==> src/core/spc_pkg.sv <==
// Shared constants and types for the DRAM pin command interface
package spc_pkg;

   // Command codes as {rank select, row strobe, column strobe, write enable}
   localparam logic [3:0] CMD_MODE_SET = 4'h0;
   localparam logic [3:0] CMD_REFRESH = 4'h1;
   localparam logic [3:0] CMD_PRECHARGE = 4'h2;
   localparam logic [3:0] CMD_ACTIVATE = 4'h3;
   localparam logic [3:0] CMD_WRITE = 4'h4;
   localparam logic [3:0] CMD_READ = 4'h5;
   localparam logic [3:0] CMD_CALIBRATE = 4'h6;
   localparam logic [3:0] CMD_NOP = 4'h7;

   // Address field widths and special bit positions
   localparam int ROW_W = 15;
   localparam int COL_W = 10;
   localparam int BANK_W = 3;
   localparam int NUM_BANKS = 8;
   localparam int NUM_MODE_REGS = 4;
   localparam int PRECHARGE_SCOPE_POS = 10;
   localparam int CHOP_SELECT_POS = 12;
   localparam logic [1:0] MODE_REGISTER_ONE = 2'h1;

   // Pin synchroniser depth and write path word layout
   localparam int SYNC_STAGES = 2;
   localparam int CA_PINS = 26;
   localparam int DATA_PINS = 22;
   localparam int WR_WORD_W = 18;
   localparam int WR_FIFO_DEPTH = 8;

   // Reset values
   localparam logic [ROW_W-1:0] MODE_REG_RST = 15'h0000;
   localparam logic [NUM_BANKS-1:0] BANK_OPEN_RST = 8'h00;

   // Power states of the device
   typedef enum logic [1:0] {
      SPC_ACTIVE,
      SPC_PRE_PDOWN,
      SPC_ACT_PDOWN,
      SPC_SELF_REF
   } spc_pwr_e;

endpackage

==> src/core/spc_pin_if.sv <==
// DRAM pin command, power, termination and strobed data interface
// Contract
// - Rank select high masks the command
// - Four select and strobe pins form command
// - Clock gate high keeps buffers enabled
// - Gate low: idle banks precharge-down, else active-down
// - Gate rise exits self-refresh without clock
// - Power-down keeps only clock, termination, gate
// - Self-refresh keeps only the gate input
// - Activate takes row, read/write take column
// - Address bit ten is auto-precharge on accesses
// - Precharge bit ten picks one or all
// - Address bit twelve low chops the burst
// - Mode set carries opcode on address
// - Bank select picks the addressed bank
// - Bank select picks the mode register
// - Registered termination enable terminates data pins
// - Termination ignored when mode register disables it
// - Strobes edge-aligned on reads, centred on writes
// - Lower strobe times low byte, upper high
// - Strobes are differential pairs only
// - Masked write bytes are never stored
// - Each mask sampled on both strobe edges
// - Command, address and termination inputs sampled at clock rising crossing
// - Reset is active low and asynchronous
`timescale 1ns/100ps
module spc_pin_if #(
   parameter logic [14:0] TERM_FIELD_MASK = 15'h0244,
   parameter int WR_DEPTH = spc_pkg::WR_FIFO_DEPTH
) (
   // Clock and reset
   input wire logic ref_clk,
   input wire logic nrst,
   // Link clock and command pins
   input wire logic ck_t,
   input wire logic ck_c,
   input wire logic cke,
   input wire logic cs_n,
   input wire logic ras_n,
   input wire logic cas_n,
   input wire logic we_n,
   input wire logic [2:0] bank_select,
   input wire logic [14:0] addr,
   input wire logic termination_enable,
   // Data pins, lane 0 lower byte, lane 1 upper byte
   input wire logic [15:0] dq_rx,
   output logic [15:0] dq_tx,
   output logic dq_oe,
   input wire logic lower_byte_strobe_t_rx,
   input wire logic lower_byte_strobe_c_rx,
   input wire logic upper_byte_strobe_t_rx,
   input wire logic upper_byte_strobe_c_rx,
   output logic lower_byte_strobe_t_tx,
   output logic lower_byte_strobe_c_tx,
   output logic upper_byte_strobe_t_tx,
   output logic upper_byte_strobe_c_tx,
   output logic strobe_oe,
   input wire logic lower_byte_mask,
   input wire logic upper_byte_mask,
   // Decoded command
   output logic cmd_valid,
   output logic [3:0] cmd_code,
   output logic [2:0] cmd_bank,
   output logic [14:0] row_addr,
   output logic [9:0] col_addr,
   output logic auto_precharge,
   output logic burst_chop,
   output logic precharge_all,
   output logic [14:0] mode_opcode,
   // Status
   output spc_pkg::spc_pwr_e power_state,
   output logic [7:0] bank_open,
   output logic term_on,
   output logic cmd_buf_en,
   output logic ck_buf_en,
   output logic term_buf_en,
   output logic [14:0] mode_register_one,
   output logic wr_overflow,
   // Write stream out
   output logic wr_valid,
   input wire logic wr_ready,
   output logic [15:0] wr_data,
   output logic [1:0] wr_byte_en,
   output logic wr_fifo_ready,
   // Read stream in
   input wire logic rd_valid,
   output logic rd_ready,
   input wire logic [15:0] rd_data,
   input wire logic rd_last
);
   logic [spc_pkg::CA_PINS-1:0] ca_meta_ff;
   logic [spc_pkg::CA_PINS-1:0] ca_sync_ff;
   logic [spc_pkg::DATA_PINS-1:0] dat_meta_ff;
   logic [spc_pkg::DATA_PINS-1:0] dat_sync_ff;
   logic s_ck_t, s_ck_c, s_cke, s_term;
   logic [3:0] s_cmd;
   logic [2:0] s_bank;
   logic [14:0] s_addr;
   logic [15:0] s_dq;
   logic [1:0] s_dqs_t, s_dqs_c, s_dm;
   logic ck_t_d_ff;
   logic cke_d_ff;
   logic [1:0] dqs_t_d_ff;
   logic ck_rise;
   logic cmd_take;
   logic [1:0] lane_edge;
   logic [1:0] lane_keep;
   logic wr_push;
   logic wr_space;
   logic wr_window_ff;
   logic rd_acc;
   logic rd_done_ff;
   logic strobe_ff;
   spc_pkg::spc_pwr_e pwr_ff;
   spc_pkg::spc_pwr_e nxt_pwr;
   logic [14:0] mode_reg_ff [spc_pkg::NUM_MODE_REGS];
   logic [7:0] bank_open_ff;
   logic term_on_ff;
   logic mr1_term_en;
   logic cmd_valid_ff, auto_pre_ff, chop_ff, pre_all_ff, overflow_ff;
   logic [3:0] cmd_code_ff;
   logic [2:0] cmd_bank_ff;
   logic [14:0] row_ff;
   logic [9:0] col_ff;
   logic [15:0] dq_tx_ff;
   logic dq_oe_ff;

   // Two-stage synchronisers; the link clock is sampled like any pin
   always_ff @(posedge ref_clk or negedge nrst) begin
      if (!nrst) begin
         ca_meta_ff <= '0;
         ca_sync_ff <= '0;
         dat_meta_ff <= '0;
         dat_sync_ff <= '0;
      end else begin
         ca_meta_ff <= {ck_t, ck_c, cke, cs_n, ras_n, cas_n, we_n, bank_select, addr,
                        termination_enable};
         ca_sync_ff <= ca_meta_ff;
         dat_meta_ff <= {dq_rx, upper_byte_strobe_t_rx, lower_byte_strobe_t_rx,
                         upper_byte_strobe_c_rx, lower_byte_strobe_c_rx,
                         upper_byte_mask, lower_byte_mask};
         dat_sync_ff <= dat_meta_ff;
      end
   end

   // Unpack synchronised pins
   assign {s_ck_t, s_ck_c, s_cke, s_cmd, s_bank, s_addr, s_term} = ca_sync_ff;
   assign {s_dq, s_dqs_t, s_dqs_c, s_dm} = dat_sync_ff;

   // Edge history, read only from the second stage
   always_ff @(posedge ref_clk or negedge nrst) begin
      if (!nrst) begin
         ck_t_d_ff <= 1'b0;
         cke_d_ff <= 1'b0;
         dqs_t_d_ff <= 2'h0;
      end else begin
         ck_t_d_ff <= s_ck_t;
         cke_d_ff <= s_cke;
         dqs_t_d_ff <= s_dqs_t;
      end
   end

   // Clock crossing: true rises while complement is low; dead in self-refresh
   assign ck_rise = s_ck_t & ~ck_t_d_ff & ~s_ck_c & (pwr_ff != spc_pkg::SPC_SELF_REF);
   // Commands only while awake, selected and with the gate high
   assign cmd_take = ck_rise & (pwr_ff == spc_pkg::SPC_ACTIVE) & s_cke & ~s_cmd[3];

   // Power state selection
   always_comb begin
      nxt_pwr = pwr_ff;
      unique case (pwr_ff)
         spc_pkg::SPC_ACTIVE: begin
            if (ck_rise && !s_cke) begin
               if (s_cmd == spc_pkg::CMD_REFRESH && bank_open_ff == '0) begin
                  nxt_pwr = spc_pkg::SPC_SELF_REF;
               end else if (bank_open_ff != '0) begin
                  nxt_pwr = spc_pkg::SPC_ACT_PDOWN;
               end else begin
                  nxt_pwr = spc_pkg::SPC_PRE_PDOWN;
               end
            end
         end
         spc_pkg::SPC_PRE_PDOWN, spc_pkg::SPC_ACT_PDOWN: begin
            if (ck_rise && s_cke) begin
               nxt_pwr = spc_pkg::SPC_ACTIVE;
            end
         end
         spc_pkg::SPC_SELF_REF: begin
            if (s_cke && !cke_d_ff) begin
               nxt_pwr = spc_pkg::SPC_ACTIVE;
            end
         end
      endcase
   end

   // Power state register
   always_ff @(posedge ref_clk or negedge nrst) begin
      if (!nrst) begin
         pwr_ff <= spc_pkg::SPC_ACTIVE;
      end else begin
         pwr_ff <= nxt_pwr;
      end
   end

   // Buffer enables follow the power state
   assign cmd_buf_en = (pwr_ff == spc_pkg::SPC_ACTIVE);
   assign ck_buf_en = (pwr_ff != spc_pkg::SPC_SELF_REF);
   assign term_buf_en = (pwr_ff != spc_pkg::SPC_SELF_REF);

   // Decoded command capture
   always_ff @(posedge ref_clk or negedge nrst) begin
      if (!nrst) begin
         cmd_valid_ff <= 1'b0;
         cmd_code_ff <= spc_pkg::CMD_NOP;
         cmd_bank_ff <= '0;
         row_ff <= '0;
         col_ff <= '0;
         auto_pre_ff <= 1'b0;
         chop_ff <= 1'b0;
         pre_all_ff <= 1'b0;
      end else begin
         cmd_valid_ff <= cmd_take;
         if (cmd_take) begin
            cmd_code_ff <= s_cmd;
            cmd_bank_ff <= s_bank;
            row_ff <= s_addr;
            col_ff <= s_addr[spc_pkg::COL_W-1:0];
            auto_pre_ff <= s_addr[spc_pkg::PRECHARGE_SCOPE_POS];
            chop_ff <= ~s_addr[spc_pkg::CHOP_SELECT_POS];
            pre_all_ff <= s_addr[spc_pkg::PRECHARGE_SCOPE_POS];
         end
      end
   end

   // Open-row tracking; auto-precharge closes the bank at the access
   always_ff @(posedge ref_clk or negedge nrst) begin
      if (!nrst) begin
         bank_open_ff <= spc_pkg::BANK_OPEN_RST;
      end else if (cmd_take) begin
         unique case (s_cmd)
            spc_pkg::CMD_ACTIVATE: bank_open_ff[s_bank] <= 1'b1;
            spc_pkg::CMD_PRECHARGE: begin
               if (s_addr[spc_pkg::PRECHARGE_SCOPE_POS]) begin
                  bank_open_ff <= '0;
               end else begin
                  bank_open_ff[s_bank] <= 1'b0;
               end
            end
            spc_pkg::CMD_READ, spc_pkg::CMD_WRITE: begin
               if (s_addr[spc_pkg::PRECHARGE_SCOPE_POS]) begin
                  bank_open_ff[s_bank] <= 1'b0;
               end
            end
            default: ;
         endcase
      end
   end

   // Mode registers; an upper bank select bit set is a reserved target
   always_ff @(posedge ref_clk or negedge nrst) begin
      if (!nrst) begin
         for (int i = 0; i < spc_pkg::NUM_MODE_REGS; i++) begin
            mode_reg_ff[i] <= spc_pkg::MODE_REG_RST;
         end
      end else if (cmd_take && s_cmd == spc_pkg::CMD_MODE_SET && !s_bank[2]) begin
         mode_reg_ff[s_bank[1:0]] <= s_addr;
      end
   end

   assign mode_register_one = mode_reg_ff[spc_pkg::MODE_REGISTER_ONE];
   assign mr1_term_en = |(mode_register_one & TERM_FIELD_MASK);

   // Termination, registered at the clock crossing
   always_ff @(posedge ref_clk or negedge nrst) begin
      if (!nrst) begin
         term_on_ff <= 1'b0;
      end else if (!mr1_term_en || pwr_ff == spc_pkg::SPC_SELF_REF) begin
         term_on_ff <= 1'b0;
      end else if (ck_rise) begin
         term_on_ff <= s_term;
      end
   end

   // Write window opens at a write command, closes at any other access
   always_ff @(posedge ref_clk or negedge nrst) begin
      if (!nrst) begin
         wr_window_ff <= 1'b0;
      end else if (pwr_ff != spc_pkg::SPC_ACTIVE) begin
         wr_window_ff <= 1'b0;
      end else if (cmd_take && s_cmd != spc_pkg::CMD_NOP) begin
         wr_window_ff <= (s_cmd == spc_pkg::CMD_WRITE);
      end
   end

   // Per-lane strobe edges; a pair not in opposition is not an edge
   for (genvar g = 0; g < 2; g++) begin : g_lane
      assign lane_edge[g] = (s_dqs_t[g] != dqs_t_d_ff[g]) & (s_dqs_t[g] != s_dqs_c[g]);
      assign lane_keep[g] = lane_edge[g] & ~s_dm[g];
   end

   // Both lanes share one word so simultaneous edges lose nothing
   assign wr_push = wr_window_ff & (|lane_keep);

   // Overflow is sticky: the controller cannot be stalled
   always_ff @(posedge ref_clk or negedge nrst) begin
      if (!nrst) begin
         overflow_ff <= 1'b0;
      end else if (wr_push && !wr_space) begin
         overflow_ff <= 1'b1;
      end
   end

   spc_fifo #(
      .WIDTH(spc_pkg::WR_WORD_W),
      .DEPTH(WR_DEPTH)
   ) u_wr_fifo (
      .ref_clk(ref_clk),
      .nrst(nrst),
      .in_valid(wr_push),
      .in_ready(wr_space),
      .in_data({lane_keep, s_dq}),
      .out_valid(wr_valid),
      .out_ready(wr_ready),
      .out_data({wr_byte_en, wr_data})
   );

   // Reads accepted only while awake
   assign rd_ready = (pwr_ff == spc_pkg::SPC_ACTIVE) & s_cke;
   assign rd_acc = rd_valid & rd_ready;

   // Read drive: data and strobe change together, edge aligned
   always_ff @(posedge ref_clk or negedge nrst) begin
      if (!nrst) begin
         dq_tx_ff <= '0;
         dq_oe_ff <= 1'b0;
         strobe_ff <= 1'b0;
         rd_done_ff <= 1'b0;
      end else begin
         rd_done_ff <= rd_acc & rd_last;
         if (rd_acc) begin
            dq_tx_ff <= rd_data;
            dq_oe_ff <= 1'b1;
            strobe_ff <= ~strobe_ff;
         end else if (rd_done_ff) begin
            dq_oe_ff <= 1'b0;
         end
      end
   end

   // Outputs
   assign dq_tx = dq_tx_ff;
   assign dq_oe = dq_oe_ff;
   assign strobe_oe = dq_oe_ff;
   assign lower_byte_strobe_t_tx = strobe_ff;
   assign lower_byte_strobe_c_tx = ~strobe_ff;
   assign upper_byte_strobe_t_tx = strobe_ff;
   assign upper_byte_strobe_c_tx = ~strobe_ff;
   assign cmd_valid = cmd_valid_ff;
   assign cmd_code = cmd_code_ff;
   assign cmd_bank = cmd_bank_ff;
   assign row_addr = row_ff;
   assign col_addr = col_ff;
   assign auto_precharge = auto_pre_ff;
   assign burst_chop = chop_ff;
   assign precharge_all = pre_all_ff;
   assign mode_opcode = row_ff;
   assign power_state = pwr_ff;
   assign bank_open = bank_open_ff;
   assign term_on = term_on_ff;
   assign wr_overflow = overflow_ff;
   assign wr_fifo_ready = wr_space;
endmodule // spc_pin_if

==> src/core/spc_fifo.sv <==
// Write data FIFO with valid/ready on both sides
`timescale 1ns/100ps
module spc_fifo #(
   parameter int WIDTH = 18,
   parameter int DEPTH = 8
) (
   // Clock and reset
   input wire logic ref_clk,
   input wire logic nrst,
   // Filling side
   input wire logic in_valid,
   output logic in_ready,
   input wire logic [WIDTH-1:0] in_data,
   // Draining side
   output logic out_valid,
   input wire logic out_ready,
   output logic [WIDTH-1:0] out_data
);
   localparam int AW = (DEPTH > 1) ? $clog2(DEPTH) : 1;
   localparam logic [AW-1:0] LAST = AW'(DEPTH - 1);
   localparam logic [AW:0] FULL = (AW + 1)'(DEPTH);

   logic [WIDTH-1:0] mem [DEPTH];
   logic [AW-1:0] wr_ptr_ff;
   logic [AW-1:0] rd_ptr_ff;
   logic [AW:0] count_ff;
   logic push;
   logic pop;

   // Honest flags: full refuses, empty shows nothing
   assign in_ready = (count_ff != FULL);
   assign out_valid = (count_ff != '0);
   assign out_data = mem[rd_ptr_ff];
   assign push = in_valid & in_ready;
   assign pop = out_valid & out_ready;

   // Storage, no reset needed on the data array
   always_ff @(posedge ref_clk) begin
      if (push) begin
         mem[wr_ptr_ff] <= in_data;
      end
   end

   // Pointers wrap explicitly so any depth works
   always_ff @(posedge ref_clk or negedge nrst) begin
      if (!nrst) begin
         wr_ptr_ff <= '0;
         rd_ptr_ff <= '0;
      end else begin
         if (push) begin
            wr_ptr_ff <= (wr_ptr_ff == LAST) ? '0 : wr_ptr_ff + 1'b1;
         end
         if (pop) begin
            rd_ptr_ff <= (rd_ptr_ff == LAST) ? '0 : rd_ptr_ff + 1'b1;
         end
      end
   end

   // Occupancy
   always_ff @(posedge ref_clk or negedge nrst) begin
      if (!nrst) begin
         count_ff <= '0;
      end else if (push && !pop) begin
         count_ff <= count_ff + 1'b1;
      end else if (pop && !push) begin
         count_ff <= count_ff - 1'b1;
      end
   end
endmodule // spc_fifo

==> config.mk <==
export PLATFORM = sky130hd
export DESIGN_NAME = spc_pin_if
export DESIGN_NICKNAME = d
export VERILOG_FILES = /design/src/core/spc_pkg.sv /design/src/core/spc_pin_if.sv /design/src/core/spc_fifo.sv
export SDC_FILE = /design/constraint.sdc
export NUM_CORES = 1
export LEC_CHECK = 0
export ABC_AREA = 1
export ABC_CLOCK_PERIOD_IN_PS = 6690
export BUFFER_PORTS_ARGS = -buffer_cell sky130_fd_sc_hd__buf_2
export CORE_AREA = 8 8 184 186
export CTS_CLUSTER_SIZE = 25
export DETAILED_ROUTE_END_ITERATION = 10
export DIE_AREA = 0 0 192 194
export PLACE_DENSITY = 0.55
export SLEW_MARGIN = 5
export SYNTH_ARGS = -nofsm -noshare
export SYNTH_HDL_FRONTEND = slang
export SYNTH_SLANG_ARGS = --single-unit
==> constraint.sdc <==
create_clock -name ref_clk -period 6.69 [get_ports ref_clk]
set_clock_uncertainty 0.15 [all_clocks]
set_input_delay 1.338 -clock ref_clk [delete_from_list [all_inputs] [get_ports ref_clk]]
set_output_delay 1.338 -clock ref_clk [all_outputs]
set_load 0.02 [all_outputs]
# After elaboration in Yosys (flattened, before gate mapping)

Memories as Yosys holds them, arrays and structs flattened.
Cells that the tools add are included.

Flip-flop bits (word level): 237
Bits in writable memories: 144
Bits of input ports: 69
Word-level logic and storage cells: 150
Memories: 1

Memory list:

| memory        | words | width | read ports | clocked after memory_dff | write ports | RTL line       | source |
|---|---|---|---|---|---|---|---|
| u_wr_fifo.mem | 8     | 18    | 1          | 0                        | 1           | spc_fifo.sv:23 | `logic [WIDTH-1:0] mem [DEPTH];` |

Add/subtract/negate cells: 4
Magnitude comparators: 4
Equal/unequal tests: 21
Muxes and demuxes: 26
Bitwise operators: 27
Reductions and logical operators: 37

Operator list:

| operator            | count |
|---|---|
| $bwmux 60           | 1 |
| $demux 15 s2        | 1 |
| $pmux 8 s3          | 1 |
| $and 1x1->1         | 16 |
| $mux 8              | 2 |
| $mux 15             | 1 |
| $logic_and 1x1->1   | 12 |
| $mux 2              | 5 |
| $reduce_bool 2->1   | 5 |
| $mux 1              | 9 |
| $and 8x8->8         | 1 |
| $eq 4x2->1 const B  | 2 |
| $eq 4x3->1 const B  | 2 |
| $logic_not 8->1     | 1 |
| $mux 4              | 2 |
| $ne 2x2->1 const B  | 4 |
| $not 8->8           | 1 |
| $or 8x8->8          | 1 |
| $reduce_bool 8->1   | 1 |
| $logic_not 1->1     | 7 |
| $not 1->1           | 7 |
| $add 3x1->3 const B | 2 |
| $eq 3x3->1 const B  | 2 |
| $mux 3              | 2 |
| 24 further kinds    | 31 |

# Depth between registers and ports, before layout

Word-level depth: 10
Mapped depth: 16
Mapped depth without buffers: 15

# Cells and area by module

A second synthesis with hierarchy kept.

Cells, all modules: 1208
Area total of the unflattened synthesis: 12956.2 µm²

Modules (own cells, without submodules):

| module     | instances | cells each | area an instance (µm²) | seq. area each (µm²) |
|---|---|---|---|---|
| spc_fifo   | 1         | 705        | 6847.8                 | 4574.4 |
| spc_pin_if | 1         | 503        | 6108.4                 | 4282.9 |

# Least setup slack after synthesis

Ideal clock, no wire load.

Kind: input to register
From: input port wr_ready
To: register u_wr_fifo.count_ff[3]
Library setup time: 0.123 ns
Data arrival time: 2.482 ns
Required time: 6.417 ns
Path slack: 3.935 ns
Stages: 9
Path buffers: 0
Path through: nand2_1 > ha_1 > inv_1 > ha_1 > a21oi_1 > nand2_1 > and2_1 > o21ai_0 > nand2_1

Word-level cells in the longest chain between the ends: 4
Elaborated cells between the ends (all ways): 6
Those cells by class: mux: 1; bitwise: 1; reduce/logical: 4

Ends and longest elaborated chain:

| what                                               | RTL line         | source |
|---|---|---|
| start: declaration                                 | spc_pin_if.sv:81 | `input wire logic wr_ready,` |
| $and 1x1->1 (*)                                    | spc_fifo.sv:35   | `assign pop = out_valid & out_ready;` |
| $logic_not 1->1                                    | spc_fifo.sv:63   | `end else if (push && !pop) begin` |
| $logic_and 1x1->1                                  | spc_fifo.sv:63   |  |
| $mux 4 / $reduce_bool 2->1 (equally long branches) | -                |  |
| end signal: assignment                             | spc_fifo.sv:64   | `count_ff <= count_ff + 1'b1;` |
| end signal: assignment                             | spc_fifo.sv:66   | `count_ff <= count_ff - 1'b1;` |
| end: declaration                                   | spc_fifo.sv:26   | `logic [AW:0] count_ff;` |

Every way passes the cells marked *; elsewhere a longest branch is shown, timed or not.
A chain may end at the register's enable or synchronous reset.

# Worst setup path in the final report

From: register u_wr_fifo.rd_ptr_ff[0]
To: output port wr_data[13]

Word-level cells in the longest chain between the ends: 1

Ends and longest elaborated chain:

| what                     | RTL line         | source |
|---|---|---|
| start: declaration       | spc_fifo.sv:25   | `logic [AW-1:0] rd_ptr_ff;` |
| start signal: assignment | spc_fifo.sv:54   | `rd_ptr_ff <= (rd_ptr_ff == LAST) ? '0 : rd_ptr_ff + 1'b1;` |
| $mem_v2 8x18             | -                |  |
| end: declaration         | spc_pin_if.sv:82 | `output logic [15:0] wr_data,` |

No other way between the ends.

==> run summary <==
Post-Synthesis Cells -> 1014
Internal power -> 4.02 mW
P&R area growth vs syn -> 19.0%
Antenna-violating nets left -> 0
Max-slew violation count -> 0
Cell area after synthesis -> 12200 µm²
Gpl congestion -> 0.783
Max clock buf depth -> 3
Io pins -> 193
Final setup viols -> 0
CTS root buffer -> clkbuf_16
Setup TNS -> 0 ns
Die ar. -> 37200 µm²
Total track usage -> 0.143
Die height -> 194 µm
Clk slew on worst S/H paths -> 0.06 ns
Chip Width -> 192 µm
Core ar. -> 31100 µm²
TritonCTS clock tree -> yes
Reg-to-Reg Start -> power_state[0]
WP data required -> 5.20 ns
Setup CP Type -> register to output pin
Ys flop type -> dfrtp_1
Post-CTS setup buffers -> 0
HPWL after detailed placement -> 16100 µm
Sink Count -> 325
N_diodes -> 0
DRC violations left -> 0
Overall Power -> 6.08 mW
Initial Util -> 0.392
DP Area -> 13300 µm²
Pleak -> 6.49 nW
Fmax -> 252 MHz
Worst Path Arrival -> 2.47 ns
Row count -> 65
Overflow left after global routing -> 0
Post-synthesis register bit count -> 325
Flop2flop setup slack -> 3.64 ns
Wire per inst -> 16.2 µm
Final Instance Area -> 14500 µm²
Worst vdd ir -> 0.269 mV
Power per cell area -> 419 nW/µm²
Final hold viol count -> 0
Sequential power share -> 0.397
NumNets Final -> 1267
H-tree depth -> 2
Hold Path Origin -> ca_meta_ff[10]
Routed WL -> 26200 µm
Iter 0 DRT Violations -> 435
First-pass DRT Iterations -> 6
Worst Hold Class -> register to register
Share of cells above drive strength 1 -> 0.238
Tmin final -> 3.96 ns
Comb power frac -> 0.281
Switching power -> 2.06 mW
Finished Layout Cells -> 1617
Port bufs -> 192
Syn_area_per_cell -> 12.0 µm²
Largest net degree at the start of global routing -> 86
Placed Cells -> 1552
Worst-path fanout max -> 73
Worst setup SP type -> register
Vias/cell -> 4.65
Yosys warnings -> 0
First-pass GRT wire length -> 42600 µm
Crit path to -> wr_data[13]
Crit. Startpoint -> u_wr_fifo.rd_ptr_ff[0]
RR Endpoint -> mode_register_one[7]
Sequential area share after synthesis -> 0.727
Vias -> 7527
Switching Fraction -> 0.339
Clock power frac -> 0.322
Yosys cell types -> 35
Vias in the first global route -> 7922
Skew-Pair Late Insertion Delay -> 0.51 ns
Async set or reset register ratio after synthesis -> 0.557
Post-synth EDFFs -> 144
CTS Hold Buffers Added -> 0
Slew @ Worst Pin -> 1.17 ns
Mapped Nets -> 1093
Period Utilization, post-route -> 0.592
TritonCTS Buffers -> 36
R2r worst-path depth -> 8
Slew headroom -> 0.218
Worst setup EP type -> output pin
Initial antenna violation count -> 3
Status -> complete, no violations
Max-cap violations -> 0
Unrepaired setup endpoints after global routing -> no
Cts repair resizes -> 0
## cell usage in the layout (no fill, tap or decap), types with 4 or more instances in the layout
cell type,count
bufinv_16,4
nand2_1,166
o21ai_0,120
ha_1,9
o21ai_1,30
clkbuf_8,4
clkinv_2,9
nand3b_1,6
clkbuf_16,37
nand3_1,35
nor3_1,4
clkbuf_1,5
dfrtp_1,177
nor2_1,136
buf_2,191
mux2_2,16
clkinv_1,5
nand4_1,11
edfxtp_1,144
buf_4,13
inv_1,67
## cell type report
cell class                      instances  area, µm²
Inverter                               71        267
Tap cell                              402        503
Clock inverter                         20        205
Timing Repair Buffer                  205       1070
Sequential cell                       325       8860
Multi-Input combinational cell        549       2620
Fill cell                            2859      16600
Clock buffer                           45        986
## layer usage
metal | track usage | wire length, µm | up-vias
li1 | - | - | 3685
met1 | 0.176 | 11200 | 3613
met2 | 0.236 | 12500 | 164
met3 | 0.0475 | 1840 | 59
met4 | 0.0416 | 607 | 6
met5 | 0 | 40 | -
## worst min-delay path by stage
stage	end	slack (ns)	cells after the start
floorplan	ca_sync_ff[0]	0.18	0
global placement	ca_sync_ff[1]	0.18	0
detailed placement	ca_sync_ff[13]	0.18	0
CTS	ca_sync_ff[10]	0.19	0
global route	ca_sync_ff[10]	0.20	0
finish	ca_sync_ff[10]	0.19	0
## power by group through the flow
| stage | Sequential [mW] | Combinational, mW | Clock, mW |
|---|---|---|---|
| floorplan | 2.59 | 1.12 | 0 |
| global placement | 2.44 | 1.73 | 0 |
| detailed placement | 2.45 | 1.74 | 0 |
| CTS | 2.42 | 1.75 | 2.03 |
| global route | 2.44 | 1.92 | 2.10 |
| finish | 2.41 | 1.71 | 1.96 |
## metrics by stage
step / util / worst slack, ns / hold slack (ns)
3_3_place_gp: 0.429 / 3.23 / 0.182
4_1_cts: 0.467 / 2.60 / 0.195
6_report: 0.467 / 2.73 / 0.192
5_1_grt: 0.467 / 2.46 / 0.201
2_1_floorplan: - / 3.93 / 0.181
3_5_place_dp: 0.429 / 3.21 / 0.185
## Yosys cell counts (2+ instances only)
| master | number | area (µm²) |
|---|---|---|
| a21oi_1 | 3 | 15.0 |
| nand3b_1 | 6 | 45.0 |
| buf_2 | 12 | 60.1 |
| dfstp_2 | 3 | 78.8 |
| buf_1 | 2 | 7.51 |
| clkbuf_1 | 12 | 45.0 |
| nand3_1 | 35 | 175 |
| xnor2_1 | 2 | 17.5 |
| nand2_1 | 166 | 623 |
| nand2_2 | 2 | 12.5 |
| o21ai_1 | 30 | 150 |
| ha_1 | 9 | 113 |
| xor2_1 | 2 | 17.5 |
| buf_4 | 36 | 270 |
| mux2_2 | 16 | 180 |
| edfxtp_1 | 144 | 4320 |
| clkbuf_2 | 4 | 20.0 |
| dfrtp_1 | 178 | 4450 |
| nor2_1 | 136 | 510 |
| inv_1 | 67 | 251 |
| nor3_1 | 4 | 20.0 |
| inv_2 | 3 | 11.3 |
| o21ai_0 | 120 | 601 |
| nand4_1 | 11 | 68.8 |
## kinds of logic (layout without fill, tap and decap cells)
family                     Yosys count  count (layout)  share of synthesized area
buffers and inverters              140             341                     0.0582
xor gates and xnor gates             4               4                    0.00288
and+or+nand+nor                    363             363                      0.122
DFF                                325             325                      0.727
adders and majority gates           10              10                     0.0109
AOI/OAI and AO/OA                  156             156                     0.0648
muxes                               16              16                     0.0148
## critical path, stage by stage (launching register included)
cell	delay, ns
dfrtp_2	0.40
inv_2	0.84
o21ai_0	0.26
o21ai_1	0.13
nand2_1	0.06
nand2_1	0.10
buf_2	0.17
## state kept, by name, indices dropped and copies added (netlist names), 2 cells and up
signal,cells
cmd_code,4
u_wr_fifo.rd_ptr_ff,3
dqs_t_d_ff,2
u_wr_fifo.mem,144
ca_meta_ff,26
cmd_bank,3
mode_opcode,15
power_state,2
bank_open,8
ca_sync_ff,26
dq_tx,16
dat_sync_ff,22
dat_meta_ff,22
u_wr_fifo.wr_ptr_ff,3
u_wr_fifo.count_ff,4
mode_register_one,15
(Power assumes the default switching activity.)
